## src/verilog/dlc_pkg.sv

```systemverilog
`default_nettype none
package dlc_pkg;
  // channel count and code width
  localparam int NCH = 12;
  localparam int DW = 12;
  localparam int AW = 8;
  localparam int NSRC = 3;
  // register byte offsets, one 32-bit word each, except the data and clear-code windows of twelve words each
  localparam logic [7:0] OFF_CFG0 = 8'h00;
  localparam logic [7:0] OFF_SYNC = 8'h04;
  localparam logic [7:0] OFF_GAIN = 8'h08;
  localparam logic [7:0] OFF_MASK_A = 8'h0c;
  localparam logic [7:0] OFF_MASK_B = 8'h10;
  localparam logic [7:0] OFF_SWCLR = 8'h14;
  localparam logic [7:0] OFF_ASRC = 8'h18;
  localparam logic [7:0] OFF_AEN = 8'h1c;
  localparam logic [7:0] OFF_STAT = 8'h20;
  localparam logic [7:0] OFF_PWR = 8'h24;
  localparam logic [7:0] OFF_DATA = 8'h40;
  localparam logic [7:0] OFF_CCODE = 8'h80;
  // field positions
  localparam int TRIG_BIT = 0;
  localparam int OVERTEMP_BIT = 2;
  localparam int AEN_LSB = 3;
  localparam int STAT_PEND_LSB = 16;
  localparam int LANE1_LSB = 8;
  // reset values
  localparam logic [DW-1:0] RST_CODE = 12'h000;
  localparam logic [NCH-1:0] RST_CHMASK = 12'h000;
  localparam logic [NSRC-1:0] RST_SRC = 3'h0;
  // per-channel request bundle
  typedef struct packed {
    logic wr;
    logic [DW-1:0] wdata;
    logic sync_load_select;
    logic trig;
    logic clear;
    logic [DW-1:0] clear_code;
  } dlc_chan_in_t;
  // per-channel state bundle
  typedef struct packed {
    logic [DW-1:0] code;
    logic pending;
    logic cleared;
  } dlc_chan_out_t;
endpackage
`default_nettype wire

```

## src/verilog/dlc_chan.sv

```systemverilog
`timescale 1ns/100ps
`default_nettype none
module dlc_chan
(
  // clock and reset
  input wire logic mclk,
  input wire logic srst,
  // request bundle
  input wire dlc_pkg::dlc_chan_in_t req,
  // state bundle
  output var dlc_pkg::dlc_chan_out_t st
);

  logic [dlc_pkg::DW-1:0] data_q;
  logic [dlc_pkg::DW-1:0] data_d;
  logic [dlc_pkg::DW-1:0] latch_q;
  logic [dlc_pkg::DW-1:0] latch_d;
  logic written_q;
  logic written_d;
  logic clr_q;
  logic enter_clr;
  logic leave_clr;
  logic trig_load;

  // input register follows every write, never disturbed by a clear
  assign data_d = req.wr ? req.wdata : data_q;
  // a write in the trigger cycle stays pending for the next trigger
  assign written_d = (written_q & ~req.trig) | (req.wr & req.sync_load_select);
  assign enter_clr = req.clear & ~clr_q;
  assign leave_clr = ~req.clear & clr_q;
  assign trig_load = req.sync_load_select & req.trig & written_q;

  // latch priority: clear, restore, transparent write, common trigger
  assign latch_d = enter_clr ? req.clear_code :
                   req.clear ? latch_q :
                   leave_clr ? data_d :
                   (req.wr & ~req.sync_load_select) ? req.wdata :
                   trig_load ? data_q :
                   latch_q;

  // channel registers
  always_ff @(posedge mclk)
  begin
    if (srst)
    begin
      data_q <= dlc_pkg::RST_CODE;
      latch_q <= dlc_pkg::RST_CODE;
      written_q <= 1'b0;
      clr_q <= 1'b0;
    end
    else
    begin
      data_q <= data_d;
      latch_q <= latch_d;
      written_q <= written_d;
      clr_q <= req.clear;
    end
  end

  assign st.code = latch_q;
  assign st.pending = written_q;
  assign st.cleared = clr_q;

endmodule
`default_nettype wire

```

## src/verilog/dlc_dac_ctrl.sv

```systemverilog
// Chosen here: the register offsets and register access over Avalon-MM.
`timescale 1ns/100ps
`default_nettype none
module dlc_dac_ctrl
(
  // clock and reset
  input wire logic mclk,
  input wire logic srst,
  // avalon-mm slave
  input wire logic [dlc_pkg::AW-1:0] avs_address,
  input wire logic avs_read,
  input wire logic avs_write,
  input wire logic [31:0] avs_writedata,
  input wire logic [3:0] avs_byteenable,
  output logic [31:0] avs_readdata,
  output logic avs_waitrequest,
  // clear pins, active low, asynchronous
  input wire logic hw_clear_in_a_n,
  input wire logic hw_clear_in_b_n,
  // alarm levels from on-chip monitors
  input wire logic [dlc_pkg::NSRC-1:0] alarm_in,
  // analog stage controls
  output logic [dlc_pkg::NCH-1:0][dlc_pkg::DW-1:0] dac_code,
  output logic [dlc_pkg::NCH-1:0] dac_gain_5x,
  output logic [dlc_pkg::NCH-1:0] dac_buf_power_up,
  output logic [dlc_pkg::NCH-1:0] dac_cleared
);

  localparam int NCH = dlc_pkg::NCH;
  localparam int DW = dlc_pkg::DW;
  localparam int NSRC = dlc_pkg::NSRC;
  localparam int AEN_MSB = dlc_pkg::AEN_LSB + NCH - 1;

  // channel slot decode shared by data and clear-code windows
  function automatic logic [4:0] chan_hit(input logic [7:0] addr, input logic [7:0] base);
    logic hit;
    hit = (addr[7:6] == base[7:6]) && (addr[1:0] == 2'h0) && (addr[5:2] < 4'(NCH));
    chan_hit = {hit, addr[5:2]};
  endfunction

  // byte-lane merge for twelve-bit fields
  function automatic logic [11:0] merge12(input logic [11:0] old, input logic [31:0] wd,
                                          input logic [3:0] be);
    merge12[7:0] = be[0] ? wd[7:0] : old[7:0];
    merge12[11:8] = be[1] ? wd[11:8] : old[11:8];
  endfunction

  // bus handshake state
  logic ack_q;
  logic req_any;
  logic wr_fire;
  logic [31:0] rdata_q;
  logic [31:0] rd_word;

  // software registers
  logic [NCH-1:0] sync_q;
  logic [NCH-1:0] gain_q;
  logic [NCH-1:0] mask_a_q;
  logic [NCH-1:0] mask_b_q;
  logic [NCH-1:0] swclr_q;
  logic [NSRC-1:0] asrc_q;
  logic [NCH-1:0] aen_q;
  logic [NCH-1:0] pwr_q;
  logic [NCH-1:0][DW-1:0] ccode_q;
  logic trig_q;

  // pin synchronisers
  logic clr_a_meta_q;
  logic clr_a_sync_q;
  logic clr_b_meta_q;
  logic clr_b_sync_q;

  // address decode
  logic hit_cfg0;
  logic hit_sync;
  logic hit_gain;
  logic hit_mask_a;
  logic hit_mask_b;
  logic hit_swclr;
  logic hit_asrc;
  logic hit_aen;
  logic hit_stat;
  logic hit_pwr;
  logic [4:0] data_slot;
  logic [4:0] ccode_slot;
  logic hit_data;
  logic hit_ccode;
  logic [3:0] sel_idx;

  // per-register write strobes
  logic we_sync;
  logic we_gain;
  logic we_mask_a;
  logic we_mask_b;
  logic we_swclr;
  logic we_asrc;
  logic we_aen;
  logic we_pwr;

  // clear combination
  logic alarm_hit;
  logic [NCH-1:0] clear_vec;
  logic [NCH-1:0] pend_vec;
  logic [NCH-1:0] clr_state_vec;
  logic [NCH-1:0][DW-1:0] code_vec;
  logic [DW-1:0] latch_rd;
  logic [DW-1:0] ccode_rd;

  // one wait state on every access so read data can come from a flip-flop
  assign req_any = avs_read | avs_write;
  assign avs_waitrequest = req_any & ~ack_q;
  assign wr_fire = avs_write & ack_q;

  always_ff @(posedge mclk)
  begin
    if (srst)
      ack_q <= 1'b0;
    else
      ack_q <= req_any & ~ack_q;
  end

  // word decode
  assign hit_cfg0 = (avs_address == dlc_pkg::OFF_CFG0);
  assign hit_sync = (avs_address == dlc_pkg::OFF_SYNC);
  assign hit_gain = (avs_address == dlc_pkg::OFF_GAIN);
  assign hit_mask_a = (avs_address == dlc_pkg::OFF_MASK_A);
  assign hit_mask_b = (avs_address == dlc_pkg::OFF_MASK_B);
  assign hit_swclr = (avs_address == dlc_pkg::OFF_SWCLR);
  assign hit_asrc = (avs_address == dlc_pkg::OFF_ASRC);
  assign hit_aen = (avs_address == dlc_pkg::OFF_AEN);
  assign hit_stat = (avs_address == dlc_pkg::OFF_STAT);
  assign hit_pwr = (avs_address == dlc_pkg::OFF_PWR);
  assign data_slot = chan_hit(avs_address, dlc_pkg::OFF_DATA);
  assign ccode_slot = chan_hit(avs_address, dlc_pkg::OFF_CCODE);
  assign hit_data = data_slot[4];
  assign hit_ccode = ccode_slot[4];
  assign sel_idx = hit_data ? data_slot[3:0] : ccode_slot[3:0];

  // write strobes, only at the edge that completes a write
  assign we_sync = wr_fire & hit_sync;
  assign we_gain = wr_fire & hit_gain;
  assign we_mask_a = wr_fire & hit_mask_a;
  assign we_mask_b = wr_fire & hit_mask_b;
  assign we_swclr = wr_fire & hit_swclr;
  // narrow fields need their whole lanes so a half write cannot skew them
  assign we_asrc = wr_fire & hit_asrc & avs_byteenable[0];
  assign we_aen = wr_fire & hit_aen & avs_byteenable[0] & avs_byteenable[1];
  assign we_pwr = wr_fire & hit_pwr;

  // sync select register
  always_ff @(posedge mclk)
  begin
    if (srst)
      sync_q <= dlc_pkg::RST_CHMASK;
    else if (we_sync)
      sync_q <= merge12(sync_q, avs_writedata, avs_byteenable);
  end

  // gain register
  always_ff @(posedge mclk)
  begin
    if (srst)
      gain_q <= dlc_pkg::RST_CHMASK;
    else if (we_gain)
      gain_q <= merge12(gain_q, avs_writedata, avs_byteenable);
  end

  // pin a channel mask
  always_ff @(posedge mclk)
  begin
    if (srst)
      mask_a_q <= dlc_pkg::RST_CHMASK;
    else if (we_mask_a)
      mask_a_q <= merge12(mask_a_q, avs_writedata, avs_byteenable);
  end

  // pin b channel mask, independent of pin a
  always_ff @(posedge mclk)
  begin
    if (srst)
      mask_b_q <= dlc_pkg::RST_CHMASK;
    else if (we_mask_b)
      mask_b_q <= merge12(mask_b_q, avs_writedata, avs_byteenable);
  end

  // software clear, a level: channels stay cleared until written back to 0
  always_ff @(posedge mclk)
  begin
    if (srst)
      swclr_q <= dlc_pkg::RST_CHMASK;
    else if (we_swclr)
      swclr_q <= merge12(swclr_q, avs_writedata, avs_byteenable);
  end

  // alarm source select
  always_ff @(posedge mclk)
  begin
    if (srst)
      asrc_q <= dlc_pkg::RST_SRC;
    else if (we_asrc)
      asrc_q <= avs_writedata[NSRC-1:0];
  end

  // alarm channel enables
  always_ff @(posedge mclk)
  begin
    if (srst)
      aen_q <= dlc_pkg::RST_CHMASK;
    else if (we_aen)
      aen_q <= avs_writedata[AEN_MSB:dlc_pkg::AEN_LSB];
  end

  // buffer power-up, down after reset
  always_ff @(posedge mclk)
  begin
    if (srst)
      pwr_q <= dlc_pkg::RST_CHMASK;
    else if (we_pwr)
      pwr_q <= merge12(pwr_q, avs_writedata, avs_byteenable);
  end

  // clear-code words, one per channel
  generate
    for (genvar i = 0; i < NCH; i++)
    begin : g_ccode
      always_ff @(posedge mclk)
      begin
        if (srst)
          ccode_q[i] <= dlc_pkg::RST_CODE;
        else if (wr_fire && hit_ccode && (ccode_slot[3:0] == 4'(i)))
          ccode_q[i] <= merge12(ccode_q[i], avs_writedata, avs_byteenable);
      end
    end
  endgenerate

  // trigger is stored for one cycle only; cfg0 has no term in the read mux, so it reads back as zero
  always_ff @(posedge mclk)
  begin
    if (srst)
      trig_q <= 1'b0;
    else
      trig_q <= wr_fire & hit_cfg0 & avs_byteenable[0] & avs_writedata[dlc_pkg::TRIG_BIT];
  end

  // two flops on each pin; only the second flop is looked at
  always_ff @(posedge mclk)
  begin
    if (srst)
    begin
      clr_a_meta_q <= 1'b1;
      clr_a_sync_q <= 1'b1;
      clr_b_meta_q <= 1'b1;
      clr_b_sync_q <= 1'b1;
    end
    else
    begin
      clr_a_meta_q <= hw_clear_in_a_n;
      clr_a_sync_q <= clr_a_meta_q;
      clr_b_meta_q <= hw_clear_in_b_n;
      clr_b_sync_q <= clr_b_meta_q;
    end
  end

  // any enabled alarm source clears every enabled channel
  assign alarm_hit = |(alarm_in & asrc_q);

  // or of all sources; clear ends only when all are gone
  assign clear_vec = ({NCH{~clr_a_sync_q}} & mask_a_q) |
                     ({NCH{~clr_b_sync_q}} & mask_b_q) |
                     swclr_q |
                     ({NCH{alarm_hit}} & aen_q);

  // channel instances
  generate
    for (genvar i = 0; i < NCH; i++)
    begin : g_chan
      dlc_pkg::dlc_chan_in_t req;
      dlc_pkg::dlc_chan_out_t st;

      assign req.wr = wr_fire & hit_data & (data_slot[3:0] == 4'(i));
      assign req.wdata = merge12(code_vec[i], avs_writedata, avs_byteenable);
      assign req.sync_load_select = sync_q[i];
      assign req.trig = trig_q;
      assign req.clear = clear_vec[i];
      assign req.clear_code = ccode_q[i];

      dlc_chan u_chan
      (
        .mclk(mclk),
        .srst(srst),
        .req(req),
        .st(st)
      );

      assign code_vec[i] = st.code;
      assign pend_vec[i] = st.pending;
      assign clr_state_vec[i] = st.cleared;
    end
  endgenerate

  // partial-lane writes merge against the latch, the only readable copy;
  // software wanting an exact pending value should write both lanes

  // read mux; unmapped words read zero
  assign latch_rd = code_vec[sel_idx];
  assign ccode_rd = ccode_q[sel_idx];
  assign rd_word = ({32{hit_sync}} & {20'h00000, sync_q}) |
                   ({32{hit_gain}} & {20'h00000, gain_q}) |
                   ({32{hit_mask_a}} & {20'h00000, mask_a_q}) |
                   ({32{hit_mask_b}} & {20'h00000, mask_b_q}) |
                   ({32{hit_swclr}} & {20'h00000, swclr_q}) |
                   ({32{hit_asrc}} & {29'h00000000, asrc_q}) |
                   ({32{hit_aen}} & {17'h00000, aen_q, 3'h0}) |
                   ({32{hit_stat}} & {4'h0, pend_vec, 4'h0, clr_state_vec}) |
                   ({32{hit_pwr}} & {20'h00000, pwr_q}) |
                   ({32{hit_data}} & {20'h00000, latch_rd}) |
                   ({32{hit_ccode}} & {20'h00000, ccode_rd});

  // read data captured in the wait cycle, valid when waitrequest drops
  always_ff @(posedge mclk)
  begin
    if (srst)
      rdata_q <= 32'h00000000;
    else if (avs_read && !ack_q)
      rdata_q <= rd_word;
  end

  assign avs_readdata = rdata_q;

  // analog stage outputs
  assign dac_code = code_vec;
  assign dac_gain_5x = gain_q;
  assign dac_buf_power_up = pwr_q;
  assign dac_cleared = clr_state_vec;

endmodule
`default_nettype wire

```

## config.mk

```make
export PLATFORM = sky130hd
export DESIGN_NAME = dlc_dac_ctrl
export DESIGN_NICKNAME = d
export VERILOG_FILES = /design/src/verilog/dlc_pkg.sv /design/src/verilog/dlc_chan.sv /design/src/verilog/dlc_dac_ctrl.sv
export SDC_FILE = /design/constraint.sdc
export NUM_CORES = 2
export LEC_CHECK = 0
export ABC_CLOCK_PERIOD_IN_PS = 4400
export BUFFER_PORTS_ARGS = -buffer_cell sky130_fd_sc_hd__buf_2
export CAP_MARGIN = 40
export CORE_MARGIN = 8
export CORE_UTILIZATION = 60
export CTS_BUF_LIST = sky130_fd_sc_hd__clkbuf_16
export DETAILED_ROUTE_END_ITERATION = 10
export PLACE_DENSITY = 0.8
export SYNTH_ARGS = -nofsm -noshare
export SYNTH_HDL_FRONTEND = slang
export SYNTH_SLANG_ARGS = --single-unit
```

## constraint.sdc

```tcl
create_clock -name mclk -period 4.4 [get_ports mclk]
set_clock_uncertainty 0.2 [all_clocks]
set_input_delay 0.88 -clock mclk [delete_from_list [all_inputs] [get_ports mclk]]
set_output_delay 0.88 -clock mclk [all_outputs]
set_load 0.01 [all_outputs]
```

==> impl_metrics.py <==
metrics = {
    "cts": {
        "hold_buffers": 0,
        "cts.sinks": 576,
        "post_cts_resized": 0,
        "clkTransAtPathRegs_ns": 0.06,
        "clk_path_buf_depth": 3,
        "cts_setup_buffers": 0,
        "cts-root-buf": "clkbuf_16",
        "numCtsBuffers": 59,
        "insertion_delay_ns": 0.64,
        "cts_max_level": 2,
        "cts_tree": "built",
    },
    "die": {
        "die_x_um": 233,
        "die_h_um": 233,
        "start_util_pct": 60.9,
        "die-area_um2": 54400,
        "core_area_um2": 46600,
        "io_pins": 266,
        "num_rows": 79,
    },
    "sta": {
        "min_period_ns": 3.46,
        "drv_slew": 0,
        "worst_slew_pin_slew_ns": 1.01,
        "finalSetupViolations": 0,
        "fmax_mhz": 289,
        "min_period_over_period_pct": 78.5,
        "tns_ns": 0,
        "relSlewSlack_pct": 30.6,
        "hold_viol_final": 0,
        "worst_hold_slack_ns": 0.207,
        "grt_setup_unrepaired": "no",
    },
    "finish": {
        "fillCellCount": 3721,
        "nets": 3596,
        "final_layout_size_suffix_gt1_share_pct": 16.9,
        "regArea_um2": 11500,
        "multiInputGateArea_um2": 15200,
        "synthToLayoutAreaGrowth_pct": 14.3,
    },
    "pwr": {
        "vdd_drop_max_uv": 320,
        "p_seq_share_pct": 48.6,
        "leakage_nw": 11.3,
        "p_sw_w": 0.00269,
        "internal_power_w": 0.00810,
        "power_frac_comb_pct": 6.4,
        "powerDensity_nw_per_um2": 333,
        "clockPowerShare_pct": 44.9,
        "switching_share_pct": 24.9,
    },
    "detailed_routing": {
        "wl_mm": 118,
        "firstDrtPassIters": 7,
        "vias_per_cell": 7.04,
        "postRouteAntennaNets": 0,
        "wl_per_cell_um": 28.3,
        "route.detailed.drc": 0,
        "first_iter_violations": 4608,
        "num_vias": 29300,
    },
    "critical_path": {
        "end_kind": "register",
        "critPathLaunchType": "primary input",
        "required_ns": 4.72,
        "reg2reg_from": "asrc_q[0]",
        "r2r_end": "g_chan[1].u_chan.latch_q[10]",
        "crit_type": "primary input to register",
        "path_max_fanout": 24,
        "reg2reg_depth": 11,
        "critical_path_arrival_ns": 3.78,
        "r2r_setup_slack_ns": 0.96,
    },
    "min_path": {
        "min_path_cells": 1,
        "hold-path-endpoint": "clr_b_sync_q",
        "hp-class": "register to register",
        "hold_start": "clr_b_meta_q",
    },
    "placed_design": {
        "hpwl_mm": 83.1,
        "io_buffers": 241,
        "place_congestion": 1.00,
    },
    "yosys": {
        "netlist_area_um2": 28300,
        "yosys_warnings": 0,
        "synth_enable_flop_cells": 0,
        "yosysUniqueCellTypes": 70,
        "syn_avg_cell_area_um2": 8.37,
        "synth_seq_cells": 576,
        "async_reset_ff_share_pct": 0,
        "synth_flop_cell": "dfxtp_1",
        "ys_seq_area_share_pct": 40.7,
        "synthCells": 3387,
    },
    "global_route": {
        "grt_pass1_vias": 27600,
        "grt_max_degree": 112,
        "use_met3_pct": 11.3,
        "gr-usage-met2_pct": 60.9,
        "grt_pass1_wl_mm": 173,
        "grtUsageTotal_pct": 41.5,
        "grt_overflow": 0,
        "busiest_layer": "met2",
        "antenna_found_initial": 7,
        "grtUsageMet1_pct": 52.9,
    },
    "flow_run": {
        "drv_cap": 0,
    },
    "status": {
        "run_status": "finished, final reports clean",
    },
}
## per-stage QoR
step                      utilization, %  cells  power (W)  cell area [µm²]  setup slack, ns
after floorplan                        -   3391    0.00573            28400            0.980
after global placement              65.5   4047    0.00601            30500            0.492
after detailed placement            65.7   4052    0.00602            30600            0.468
after CTS                           69.5   4159     0.0108            32400             1.06
after global routing                69.6   4160     0.0110            32400            0.775
final                               69.6   4163     0.0108            32400            0.945
## layout by cell type (no fill, tap or decap), drive strengths merged, types with 12 or more instances in the layout
| cell | count |
|---|---|
| o22ai | 14 |
| mux2i | 88 |
| a21oi | 452 |
| o311a | 12 |
| a21o | 14 |
| inv | 83 |
| a31oi | 32 |
| nand2 | 377 |
| ha | 36 |
| buf | 405 |
| a211oi | 156 |
| a311oi | 139 |
| mux4 | 72 |
| and2 | 34 |
| nand3 | 163 |
| a22oi | 37 |
| a211o | 108 |
| clkinv | 23 |
| o21ai | 42 |
| nor3 | 50 |
| nor2 | 437 |
| clkbuf | 59 |
| nor2b | 16 |
| dfxtp | 576 |
## cell usage after synthesis, drive strengths merged (9+ instances only)
cell      n  area, µm²
nand3   163        816
a21o     14        105
a22oi    37        278
a211o   108        946
nor3     50        255
buf      68        399
nor2    437       1640
o311a    12        120
nand2   377       1420
o21ai    42        210
nor2b    16        100
a21oi   452       2260
and3     11       68.8
o22ai    14       87.6
mux2i    88        881
nor4      9       90.1
clkbuf  282       1060
and2     34        213
dfxtp   576      11500
a311oi  139       1220
a31oi    32        215
ha       36        450
inv      63        236
a211oi  156       1170
mux4     72       1620
## state kept, by name (all words and copies together), names as in the netlist, 3 cells and up
register	flops
g_chan.u_chan.clr_q	12
g_chan.u_chan.latch_q	144
swclr_q	12
aen_q	12
avs_readdata	27
mask_b_q	12
g_chan.u_chan.written_q	12
ccode_q	144
dac_gain_5x	12
dac_buf_power_up	12
sync_q	12
g_chan.u_chan.data_q	144
asrc_q	3
mask_a_q	12
## kinds of logic (layout without fill, tap and decap cells)
kind of cell,after synthesis,count (layout),share of synthesized area (%)
AOI/OAI and AO/OA,1050,1050,25.0
adders and majority gates,36,36,1.59
buffers and inverters,414,576,5.99
DFF,576,576,40.7
muxes,168,168,9.15
other,1,8,0.0132
and+or+nand+nor,1142,1142,17.6
## layout make-up
| type | instances | area share, % |
|---|---|---|
| multi-input combinational | 2401 | 47.1 |
| sequential | 576 | 35.6 |
| timing repair buffer | 405 | 8.65 |
| clock buffer | 59 | 4.56 |
| tap | 607 | 2.34 |
| clock inverter | 48 | 1.02 |
| inverter | 64 | 0.742 |
| antenna | 3 | 0.0232 |
## power by group through the flow
stage / clock (W) / sequential [W] / combinational (W)
2_1_floorplan: 0 / 0.00535 / 0.000378
3_3_place_gp: 0 / 0.00536 / 0.000648
3_5_place_dp: 0 / 0.00536 / 0.000658
4_1_cts: 0.00485 / 0.00525 / 0.000660
5_1_grt: 0.00506 / 0.00525 / 0.000705
6_report: 0.00485 / 0.00525 / 0.000695
## worst max-delay path: stages
cell      delay [ns]
buf_2           0.10
a22oi_1         0.18
nand2_1         0.23
buf_4           0.26
a211oi_1        0.59
buf_4           0.24
inv_1           0.06
ha_1            0.22
o41ai_4         0.41
buf_12          0.22
nor2_1          0.07
a311oi_1        0.30
## layer usage
layer  part of all wire [%]  vias up
met5                  0.046        -
li1                       -    12600
met2                     42     2382
met4                    7.9        8
met1                     36    13800
met3                     14      545
## worst max-delay path by stage
stage,from,end,slack (ns)
6_report,alarm_in[0],g_chan[1].u_chan.latch_q[10],0.94
3_3_place_gp,alarm_in[0],g_chan[1].u_chan.latch_q[3],0.49
2_1_floorplan,alarm_in[0],g_chan[9].u_chan.latch_q[10],0.98
3_5_place_dp,alarm_in[0],g_chan[1].u_chan.latch_q[4],0.47
5_1_grt,clr_b_sync_q,g_chan[9].u_chan.latch_q[0],0.78
4_1_cts,clr_b_sync_q,g_chan[9].u_chan.latch_q[10],1.06
(Power assumes the default switching activity.)
